### config.mk
export PLATFORM = sky130hd
export DESIGN_NAME = adcsp_top
export DESIGN_NICKNAME = d
export VERILOG_FILES = /design/src/adcsp_pkg.sv /design/src/adcsp_clkgen.sv /design/src/adcsp_top.sv
export SDC_FILE = /design/constraint.sdc
export NUM_CORES = 1
export LEC_CHECK = 0
export BUFFER_PORTS_ARGS = -buffer_cell sky130_fd_sc_hd__clkbuf_2
export CAP_MARGIN = 25
export CORE_ASPECT_RATIO = 0.6
export CORE_UTILIZATION = 35
export CTS_CLUSTER_DIAMETER = 150
export DETAILED_ROUTE_END_ITERATION = 10
export HOLD_SLACK_MARGIN = 0.12
export SLEW_MARGIN = 15
export SYNTH_ARGS = -nofsm -noshare
export SYNTH_HDL_FRONTEND = slang
export SYNTH_SLANG_ARGS = --single-unit
### constraint.sdc
create_clock -name clock -period 11.6 [get_ports clock]
set_clock_uncertainty 0.05 [all_clocks]
set_input_delay 0 -clock clock [delete_from_list [all_inputs] [get_ports clock]]
set_output_delay 0 -clock clock [all_outputs]
set_load 0.02 [all_outputs]
### src/adcsp_pkg.sv
// constants and types of the converter serial port and sync block
// What this block does
// RQ1: serial input bits shift in, then land in the register the command selects.
// RQ2: accept a free-running serial clock or one sent in bursts.
// RQ3: host pulls chip-select low to select the device or frame an exchange.
// RQ4: chip-select may be tied low for three-wire use without diagnostics.
// RQ5: clock pin outputs the internal clock or takes an external one.
// RQ6: sync low holds filter, filter control, calibration control and modulator in reset.
// RQ7: sync low leaves the serial port alone but forces ready high.
// RQ8: serial output pin doubles as ready flag, going low when conversion finishes.
// RQ9: an unread result lets the ready pin return high before the next update.
// RQ10: output shift register loads from any data or control register selected.
// RQ11: while selected, the output pin takes the next bit on each serial-clock fall.
// RQ12: host may use the ready falling edge as an interrupt.
// RQ13: two analog pins can each be a general-purpose output bit set by configuration.
// RQ14: an external master clock is divided by four for the modulator.
// RQ15: input bits are sampled on the serial-clock rise while selected.
// RQ16: raising chip-select drops a partial transfer and floats the output pin.
`default_nettype none

package adcsp_pkg;
	// ===================================================
	// serial framing
	localparam int REG_BITS = 24;
	localparam int CMD_BITS = 8;
	localparam int CMD_WEN_N_BIT = 7;
	localparam int CMD_READ_BIT = 6;
	localparam int CMD_SEL_W = 6;
	localparam logic [4:0] CMD_LAST = 5'h07;
	localparam logic [4:0] DATA_LAST = 5'h17;
	// ===================================================
	// register indices and fields
	localparam int REG_COUNT = 8;
	localparam int REG_STATUS = 0;
	localparam int REG_CTRL = 1;
	localparam int REG_DATA = 2;
	localparam int STAT_READY_BIT = 0;
	localparam int STAT_SYNC_BIT = 1;
	localparam int CTRL_GP1_LVL = 0;
	localparam int CTRL_GP2_LVL = 1;
	localparam int CTRL_GP1_EN = 2;
	localparam int CTRL_GP2_EN = 3;
	localparam int CTRL_CLKSEL_LSB = 4;
	localparam logic [23:0] CTRL_RESET = 24'h000000;
	localparam logic [23:0] REG_RESET = 24'h000000;
	// ===================================================
	// clock selection codes
	localparam logic [1:0] CLKSEL_INT_OUT = 2'h0;
	localparam logic [1:0] CLKSEL_INT = 2'h1;
	localparam logic [1:0] CLKSEL_EXT = 2'h2;
	// ===================================================
	// timing
	localparam int SYS_CLK_HZ = 20000000;
	localparam int INT_CLK_HZ = 614400;
	localparam int INT_HALF_CYC = SYS_CLK_HZ / (2 * INT_CLK_HZ);
	localparam int EXT_DIV = 4;
	localparam logic [7:0] INT_HALF_LAST = 8'(INT_HALF_CYC - 1);
	localparam logic [1:0] EXT_DIV_LAST = 2'(EXT_DIV - 1);

	typedef enum logic {PH_CMD, PH_DATA} adcsp_phase_t;
endpackage

`default_nettype wire

### src/adcsp_clkgen.sv
// master clock source: internal oscillator or external clock divided by four
`default_nettype none

module adcsp_clkgen (
	input wire logic clock,
	input wire logic sys_rst,
	input wire logic ce,
	input wire logic [1:0] clk_sel,
	input wire logic clk_pin_in,
	output logic clk_pin_out,
	output logic clk_pin_oe,
	output logic mod_clk_en
);
	import adcsp_pkg::*;

	logic [7:0] half_cnt;
	logic int_clk;
	logic ext_s1;
	logic ext_s2;
	logic ext_d;
	logic [1:0] ext_cnt;

	wire ext_mode = (clk_sel == CLKSEL_EXT);
	wire half_done = (half_cnt == INT_HALF_LAST);
	wire int_tick = !ext_mode && half_done && !int_clk;
	wire ext_rise = ext_s2 && !ext_d;
	wire ext_tick = ext_mode && ext_rise && (ext_cnt == EXT_DIV_LAST);
	wire [7:0] next_half_cnt = half_done ? 8'h00 : half_cnt + 8'h01;

	// ===================================================
	// internal oscillator, stopped in external mode
	always_ff @(posedge clock or posedge sys_rst) begin
		if (sys_rst) begin
			half_cnt <= 8'h00;
			int_clk <= 1'b0;
		end else if (ce && !ext_mode) begin
			half_cnt <= next_half_cnt;
			if (half_done) int_clk <= !int_clk;
		end
	end

	// ===================================================
	// external clock synchroniser and divide by four
	always_ff @(posedge clock or posedge sys_rst) begin
		if (sys_rst) begin
			ext_s1 <= 1'b0;
			ext_s2 <= 1'b0;
			ext_d <= 1'b0;
			ext_cnt <= 2'h0;
		end else if (ce) begin
			ext_s1 <= clk_pin_in;
			ext_s2 <= ext_s1;
			ext_d <= ext_s2;
			if (ext_mode && ext_rise) ext_cnt <= ext_cnt + 2'h1; // [RQ14]
		end
	end

	always_ff @(posedge clock or posedge sys_rst) begin
		if (sys_rst) begin
			clk_pin_out <= 1'b0;
			clk_pin_oe <= 1'b0;
			mod_clk_en <= 1'b0;
		end else if (ce) begin
			clk_pin_out <= int_clk;
			clk_pin_oe <= (clk_sel == CLKSEL_INT_OUT); // [RQ5]
			mod_clk_en <= int_tick || ext_tick; // [RQ5] [RQ14]
		end
	end
endmodule // adcsp_clkgen

`default_nettype wire

### src/adcsp_top.sv
// serial port, ready flag, sync reset and pin control of the converter
`default_nettype none

module adcsp_top (
	input wire logic clock,
	input wire logic sys_rst,
	input wire logic ce,
	input wire logic sclk,
	input wire logic cs_n,
	input wire logic din,
	input wire logic sync_n,
	input wire logic conv_done,
	input wire logic conv_upcoming,
	input wire logic [adcsp_pkg::REG_BITS-1:0] conv_data,
	input wire logic clk_pin_in,
	output logic clk_pin_out,
	output logic clk_pin_oe,
	output logic dout,
	output logic dout_oe,
	output logic gp_out_one,
	output logic gp_out_one_oe,
	output logic gp_out_two,
	output logic gp_out_two_oe,
	output logic filter_rst,
	output logic mod_rst,
	output logic cal_rst,
	output logic mod_clk_en
);
	import adcsp_pkg::*;

	localparam int IDX_W = $clog2(REG_COUNT);

	// ===================================================
	// pin synchronisers
	logic [1:0] sclk_q;
	logic [1:0] cs_q;
	logic [1:0] din_q;
	logic [1:0] sync_q;
	logic sclk_d;

	always_ff @(posedge clock or posedge sys_rst) begin
		if (sys_rst) begin
			sclk_q <= 2'h0;
			cs_q <= 2'h3;
			din_q <= 2'h0;
			sync_q <= 2'h3;
			sclk_d <= 1'b0;
		end else if (ce) begin
			sclk_q <= {sclk_q[0], sclk};
			cs_q <= {cs_q[0], cs_n};
			din_q <= {din_q[0], din};
			sync_q <= {sync_q[0], sync_n};
			sclk_d <= sclk_q[1];
		end
	end

	wire sclk_s = sclk_q[1];
	wire sel = !cs_q[1];
	wire din_s = din_q[1];
	wire sync_s = sync_q[1];
	// either clock style works: only edges count, never the clock level
	wire rise = sclk_s && !sclk_d; // [RQ2] [RQ15]
	wire fall = !sclk_s && sclk_d; // [RQ11]

	// ===================================================
	// register decode
	logic [REG_BITS-1:0] regs [REG_COUNT];
	adcsp_phase_t phase;
	logic [4:0] bit_cnt;
	logic [REG_BITS-1:0] shift_in;
	logic [REG_BITS-1:0] out_shift;
	logic is_read;
	logic [CMD_SEL_W-1:0] sel_idx;
	logic data_ready;

	function automatic logic idx_ok(input logic [CMD_SEL_W-1:0] idx);
		return idx < CMD_SEL_W'(REG_COUNT);
	endfunction

	function automatic logic idx_writable(input logic [CMD_SEL_W-1:0] idx);
		return idx_ok(idx) && idx != CMD_SEL_W'(REG_STATUS) &&
			idx != CMD_SEL_W'(REG_DATA);
	endfunction

	wire [CMD_BITS-1:0] cmd_word = {shift_in[CMD_BITS-2:0], din_s};
	wire [CMD_SEL_W-1:0] cmd_idx = cmd_word[CMD_SEL_W-1:0];
	wire [REG_BITS-1:0] data_word = {shift_in[REG_BITS-2:0], din_s};
	wire [REG_BITS-1:0] ctrl_word = regs[REG_CTRL];
	wire [REG_BITS-1:0] status_word =
		REG_BITS'({sync_s, data_ready}) << STAT_READY_BIT;
	wire [REG_BITS-1:0] stored_word = regs[cmd_idx[IDX_W-1:0]];
	wire [REG_BITS-1:0] load_val =
		!idx_ok(cmd_idx) ? REG_RESET :
		cmd_idx == CMD_SEL_W'(REG_STATUS) ? status_word :
		cmd_idx == CMD_SEL_W'(REG_DATA) ? conv_data :
		stored_word; // [RQ10]
	wire cmd_end = sel && rise && phase == PH_CMD && bit_cnt == CMD_LAST;
	wire cmd_valid = !cmd_word[CMD_WEN_N_BIT];
	wire data_end = sel && rise && phase == PH_DATA && bit_cnt == DATA_LAST;
	wire wr_hit = data_end && !is_read && idx_writable(sel_idx);
	wire data_read = data_end && is_read &&
		sel_idx == CMD_SEL_W'(REG_DATA);

	// ===================================================
	// serial engine
	always_ff @(posedge clock or posedge sys_rst) begin
		if (sys_rst) begin
			phase <= PH_CMD;
			bit_cnt <= 5'h00;
			shift_in <= REG_RESET;
			is_read <= 1'b0;
			sel_idx <= '0;
		end else if (ce) begin
			if (!sel) begin
				phase <= PH_CMD; // [RQ16]
				bit_cnt <= 5'h00;
			end else if (rise) begin
				shift_in <= data_word; // [RQ15]
				bit_cnt <= bit_cnt + 5'h01;
				if (cmd_end) begin
					bit_cnt <= 5'h00;
					if (cmd_valid) phase <= PH_DATA;
					is_read <= cmd_word[CMD_READ_BIT];
					sel_idx <= cmd_idx;
				end else if (data_end) begin
					bit_cnt <= 5'h00;
					phase <= PH_CMD;
				end
			end
		end
	end

	// register store, written after the last data bit
	always_ff @(posedge clock or posedge sys_rst) begin
		if (sys_rst) begin
			for (int i = 0; i < REG_COUNT; i++) regs[i] <= REG_RESET;
			regs[REG_CTRL] <= CTRL_RESET;
		end else if (ce && wr_hit) begin
			regs[sel_idx[IDX_W-1:0]] <= data_word; // [RQ1]
		end
	end

	// output shifter: ready level outside read data
	always_ff @(posedge clock or posedge sys_rst) begin
		if (sys_rst) begin
			out_shift <= REG_RESET;
			dout <= 1'b1;
			dout_oe <= 1'b0;
		end else if (ce) begin
			dout_oe <= sel; // [RQ16]
			if (cmd_end && cmd_valid && cmd_word[CMD_READ_BIT])
				out_shift <= load_val; // [RQ10]
			else if (sel && fall && phase == PH_DATA && is_read)
				out_shift <= out_shift << 1;
			if (sel && fall) begin
				if (phase == PH_DATA && is_read)
					dout <= out_shift[REG_BITS-1]; // [RQ11]
				else
					dout <= !data_ready; // [RQ8]
			end
		end
	end

	// ===================================================
	// ready flag and sync resets
	always_ff @(posedge clock or posedge sys_rst) begin
		if (sys_rst) begin
			data_ready <= 1'b0;
			filter_rst <= 1'b1;
			mod_rst <= 1'b1;
			cal_rst <= 1'b1;
		end else if (ce) begin
			if (!sync_s)
				data_ready <= 1'b0; // [RQ7]
			else if (conv_done)
				data_ready <= 1'b1; // [RQ8]
			else if (conv_upcoming || data_read)
				data_ready <= 1'b0; // [RQ9]
			filter_rst <= !sync_s; // [RQ6]
			mod_rst <= !sync_s; // [RQ6]
			cal_rst <= !sync_s; // [RQ6]
		end
	end

	// general-purpose outputs
	always_ff @(posedge clock or posedge sys_rst) begin
		if (sys_rst) begin
			gp_out_one <= 1'b0;
			gp_out_one_oe <= 1'b0;
			gp_out_two <= 1'b0;
			gp_out_two_oe <= 1'b0;
		end else if (ce) begin
			gp_out_one <= ctrl_word[CTRL_GP1_LVL]; // [RQ13]
			gp_out_one_oe <= ctrl_word[CTRL_GP1_EN]; // [RQ13]
			gp_out_two <= ctrl_word[CTRL_GP2_LVL]; // [RQ13]
			gp_out_two_oe <= ctrl_word[CTRL_GP2_EN]; // [RQ13]
		end
	end

	adcsp_clkgen u_clkgen (
		.clock(clock),
		.sys_rst(sys_rst),
		.ce(ce),
		.clk_sel(ctrl_word[CTRL_CLKSEL_LSB +: 2]),
		.clk_pin_in(clk_pin_in),
		.clk_pin_out(clk_pin_out),
		.clk_pin_oe(clk_pin_oe),
		.mod_clk_en(mod_clk_en)
	);

	// ===================================================
	// checks
	AST_SYNC_RESETS: assert property (@(posedge clock) disable iff (sys_rst) // [RQ6]
		ce && !sync_s |=> filter_rst && mod_rst && cal_rst)
		else $error("sync low did not hold the filter resets");
	AST_SYNC_RDY: assert property (@(posedge clock) disable iff (sys_rst) // [RQ7]
		ce && !sync_s |=> !data_ready && dout_oe == $past(sel))
		else $error("sync low left ready set or disturbed the port");
	AST_RDY_SET: assert property (@(posedge clock) disable iff (sys_rst) // [RQ8]
		ce && sync_s && conv_done |=> data_ready)
		else $error("finished conversion did not set ready");
	AST_RDY_DROP: assert property (@(posedge clock) disable iff (sys_rst) // [RQ9]
		ce && sync_s && conv_upcoming && !conv_done |=> !data_ready)
		else $error("unread result kept ready before the next update");
	AST_DESELECT: assert property (@(posedge clock) disable iff (sys_rst) // [RQ16]
		ce && !sel |=> !dout_oe && phase == PH_CMD && bit_cnt == 5'h00)
		else $error("deselect did not float the output and abort");
	AST_DOUT_FALL: assert property (@(posedge clock) disable iff (sys_rst) // [RQ11]
		!(ce && sel && fall) |=> $stable(dout))
		else $error("output pin changed away from a clock fall");
	AST_WRITE: assert property (@(posedge clock) disable iff (sys_rst) // [RQ1]
		ce && data_end && !is_read && sel_idx == CMD_SEL_W'(REG_CTRL)
		|=> ctrl_word == $past(data_word) ##2 gp_out_one ==
		$past(data_word[CTRL_GP1_LVL], 3))
		else $error("control write missed the register or the pin");
	AST_LOAD: assert property (@(posedge clock) disable iff (sys_rst) // [RQ10]
		ce && cmd_end && cmd_valid && cmd_word[CMD_READ_BIT]
		|=> out_shift == $past(load_val) && phase == PH_DATA)
		else $error("read command did not load the output shifter");
endmodule // adcsp_top

`default_nettype wire
==> key figures <==
Detailed routing
  – Vias per inst: around 5.3
  – ANT nets after route: 0
  – DR vias: between 6000 and 7000
  – Initial DRC Count: 470
  – Post-Route WL: 26000 um
  – Number of remaining DRC errors: 0
  – TritonRoute pass-1 iters: 5
  – Routed length per instance: around 20 um

Synthesis
  – Post-Synthesis Cells: approximately 790
  – Commonest cells in the netlist: 236 x dfrtp_1, 224 x mux2_2, 25 x nand2b_1, 25 x nand3_1, 24 x mux4_2
  – Avg Cell Area, Syn: between 10 and 15 um2
  – Top FF cell, synth: dfrtp_1
  – Top cells by area, synth: dfrtp_1 53%, mux2_2 23%, mux4_2 4.8%, a221o_1 2.0%, dfstp_2 1.4%
  – Top-count cell post-synth: dfrtp_1
  – Synth unique cells: 58
  – Yosys reg bits: between 200 and 250
  – Sequential share of the synthesized area: between 50% and 60%
  – Ys Warns: 0
  – EDFF count, synth: 0
  – Async SR Flop Fraction: 100%
  – Mapped Area: 11200 um2
  – Synth Net Count: between 800 and 900
  – Post-synth top area share: 52.9%
  – Area leader, netlist: dfrtp_1

STA
  – RSZ-0062 raised after global routing: no
  – Endpoints failing setup: 0
  – Number of failing hold endpoints at the final stage: 0
  – Period utilisation layout: 27.0%
  – Final Slew Violations: 0
  – Setup TNS: 0 ns
  – Minimum clock period: approximately 3.1 ns
  – F_max: about 320 MHz
  – Slew margin rel.: 29.3%
  – Slew @ Worst Pin: about 1.1 ns

Setup path
  – WP data arrival: approximately 3.5 ns
  – CP required: roughly 12 ns
  – CP Capture Type: flop
  – Crit Path Class: reg -> reg
  – Delay-heaviest family, CP: simple AND/OR/NAND/NOR gates
  – CP Max Fanout: 24
  – CP max stage delay: 0.79 ns
  – CP Launch Type: flop
  – Critical path, cell by cell: nor4b_1 -> and4_1 -> nand3_2 -> mux2_2
  – Crit-path slowest cell: nand3_2
  – Worst Path Buf+Inv: 0

Final layout
  – Reg area: 6070 um2
  – Area growth, synth to finish: 15.5%
  – Fillers: just under 3000
  – Utilization after layout: 41.3%
  – Layout cell share with drive strength beyond 1: between 40 and 50%
  – Design Area, Final: roughly 13000 um2
  – Multi-input gate area: 4770 um2
  – Layout Nets: around 880
  – Non-Filler Instances: around 1300
  – Diode count: 0

Run status
  – Status: finished clean

Floorplan
  – Starting Density: a little over a third
  – Core region area: roughly 31000 um2
  – FP Rows: 50
  – Die Span Y: around 140 um
  – Die area: 32700 um2
  – Die width: 233 um
  – # IOs: 46

Placed design
  – Dpl cells: 1194
  – Final GP Congestion: slightly below 0.8
  – Input/output buffers: 45
  – DP HPWL: between 15000 and 20000 um
  – DP Area: about 12000 um2

Global route
  – Global-route wire length before repair: 41500 um
  – Largest net degree at the start of global routing: roughly 100
  – All-Layer GR Usage: between 15 and 20%
  – Vias in the first global route: around 6800
  – Antenna violations before repair: 0
  – GRT Residual Overflow: 0

Power
  – Power per Cell Area: between 150 and 200 nW/um2
  – Peak VDD IR: 0.000122 V
  – Leakage: 6.10 nW

Clock tree
  – Clock Tree Buf Depth: 3
  – CTS Buf Count: 24
  – Sink Count: about 240
  – Worst skew pair latency: around 0.53 ns
  – H-tree level count: 1
  – Root Driver: clkbuf_16
  – Clock-pin slew of the registers on the worst-case setup and hold paths: 0.06 ns
  – CTS resizes: 0
  – CTS tree: built

Min path
  – HP Class: in -> async

Job
  – Max-cap check violation count: 0
-- power breakdown --
group | switching, mW | internal [mW] | leakage [nW]
logic | 0.205 | 0.139 | 2.41
registers | 0.0544 | 0.880 | 3.31
clock network | 0.327 | 0.438 | 0.391
-- flip-flops by register name, summed over array words and instances, names as in the netlist, 5 cells and up --
| register | flops |
|---|---|
| out_shift | 24 |
| ctrl_word | 24 |
| bit_cnt | 5 |
| shift_in | 23 |
| sel_idx | 6 |
| regs | 124 |
| u_clkgen.half_cnt | 8 |
-- cell families (layout without fill, tap and decap cells) --
family	after synthesis	count (layout)	share of synthesized area (%)
multiplexers	258	258	28.6
flip-flops	242	242	54.3
buffers and inverters	70	145	3.21
adder cells (fa/ha/maj)	3	3	0.336
AO/OA/AOI/OAI	76	76	5.63
XOR/XNOR	10	10	0.784
AND/OR/NAND/NOR	128	128	7.18
-- through the flow --
stage	total power [mW]	setup slack [ns]	hold WS (ns)
final	2.04	8.46	0.0808
after global routing	2.13	8.28	0.139
after CTS	2.07	8.49	0.130
after detailed placement	1.28	8.48	0.134
after global placement	1.28	8.45	0.136
after floorplan	1.18	4.92	0.0457
-- layout by cell type (no fill, tap or decap), types with 3 or more instances in the layout --
| cell | Yosys | final |
|---|---|---|
| clkbuf_16 | 0 | 25 |
| buf_4 | 9 | 10 |
| nor3_1 | 3 | 3 |
| mux2_4 | 6 | 6 |
| and3_1 | 3 | 3 |
| dfrtp_2 | 0 | 3 |
| and2_1 | 4 | 4 |
| xnor2_1 | 5 | 5 |
| nor4_1 | 3 | 3 |
| o211ai_1 | 8 | 8 |
| a32o_1 | 14 | 14 |
| dfrtp_1 | 236 | 233 |
| dfstp_2 | 6 | 6 |
| nand2_1 | 22 | 22 |
| clkbuf_1 | 22 | 4 |
| clkbuf_2 | 0 | 45 |
| a21oi_1 | 4 | 4 |
| mux2_2 | 224 | 224 |
| nor4b_1 | 3 | 3 |
| nor2_1 | 9 | 9 |
| o31ai_1 | 3 | 3 |
| clkbuf_8 | 0 | 7 |
| mux2i_1 | 4 | 4 |
| nand4_1 | 3 | 3 |
| clkinv_2 | 0 | 6 |
| a221o_1 | 22 | 22 |
| mux4_2 | 24 | 24 |
| dlygate4sd3_1 | 0 | 39 |
| o21ai_0 | 11 | 11 |
| nand2b_1 | 25 | 25 |
| inv_1 | 6 | 5 |
| xor2_1 | 5 | 5 |
| nand3_1 | 25 | 25 |
| nor2b_1 | 9 | 8 |
| ha_1 | 3 | 3 |
-- worst paths after layout --
kind | to | slack (ns) | start | depth (start not counted)
setup / recovery | regs[63] | 8.46 | phase | 4
hold / removal | regs[93] | 0.08 | sys_rst | 3
setup reg to reg | regs[63] | 8.46 | phase | 4
hold reg to reg | regs[169] | 0.32 | regs[169] | 0
max in group asynchronous | u_clkgen.half_cnt[5] | 10.25 | sys_rst | 5
min in group clock | regs[169] | 0.32 | regs[169] | 0
-- cell type report --
class / instances / area share [%]
Sequential cell: 242 / 47.0
Multi-Input combinational cell: 475 / 36.9
Timing Repair Buffer: 96 / 5.78
Clock buffer: 36 / 5.71
Tap cell: 416 / 4.03
Clock inverter: 7 / 0.300
Inverter: 6 / 0.233
-- what timing repair did --
action,4_1_cts,5_1_grt
endpoints found under the hold margin,143,0
buffers inserted,0,0
hold buffers,39,0
-- tightest hold or removal path, stage by stage --
cell,delay (ns)
dlygate4sd3_1,0.53
clkbuf_2,0.14
inv_8,0.46
-- metal layers --
layer	track usage (%)	vias up	wire [um]
li1	-	3044	-
met1	27.0	3583	14000
met2	22.0	138	10400
met3	3.44	29	1270
met4	3.13	0	381
met5	0	-	0
Power figures use the tool's default switching activity.
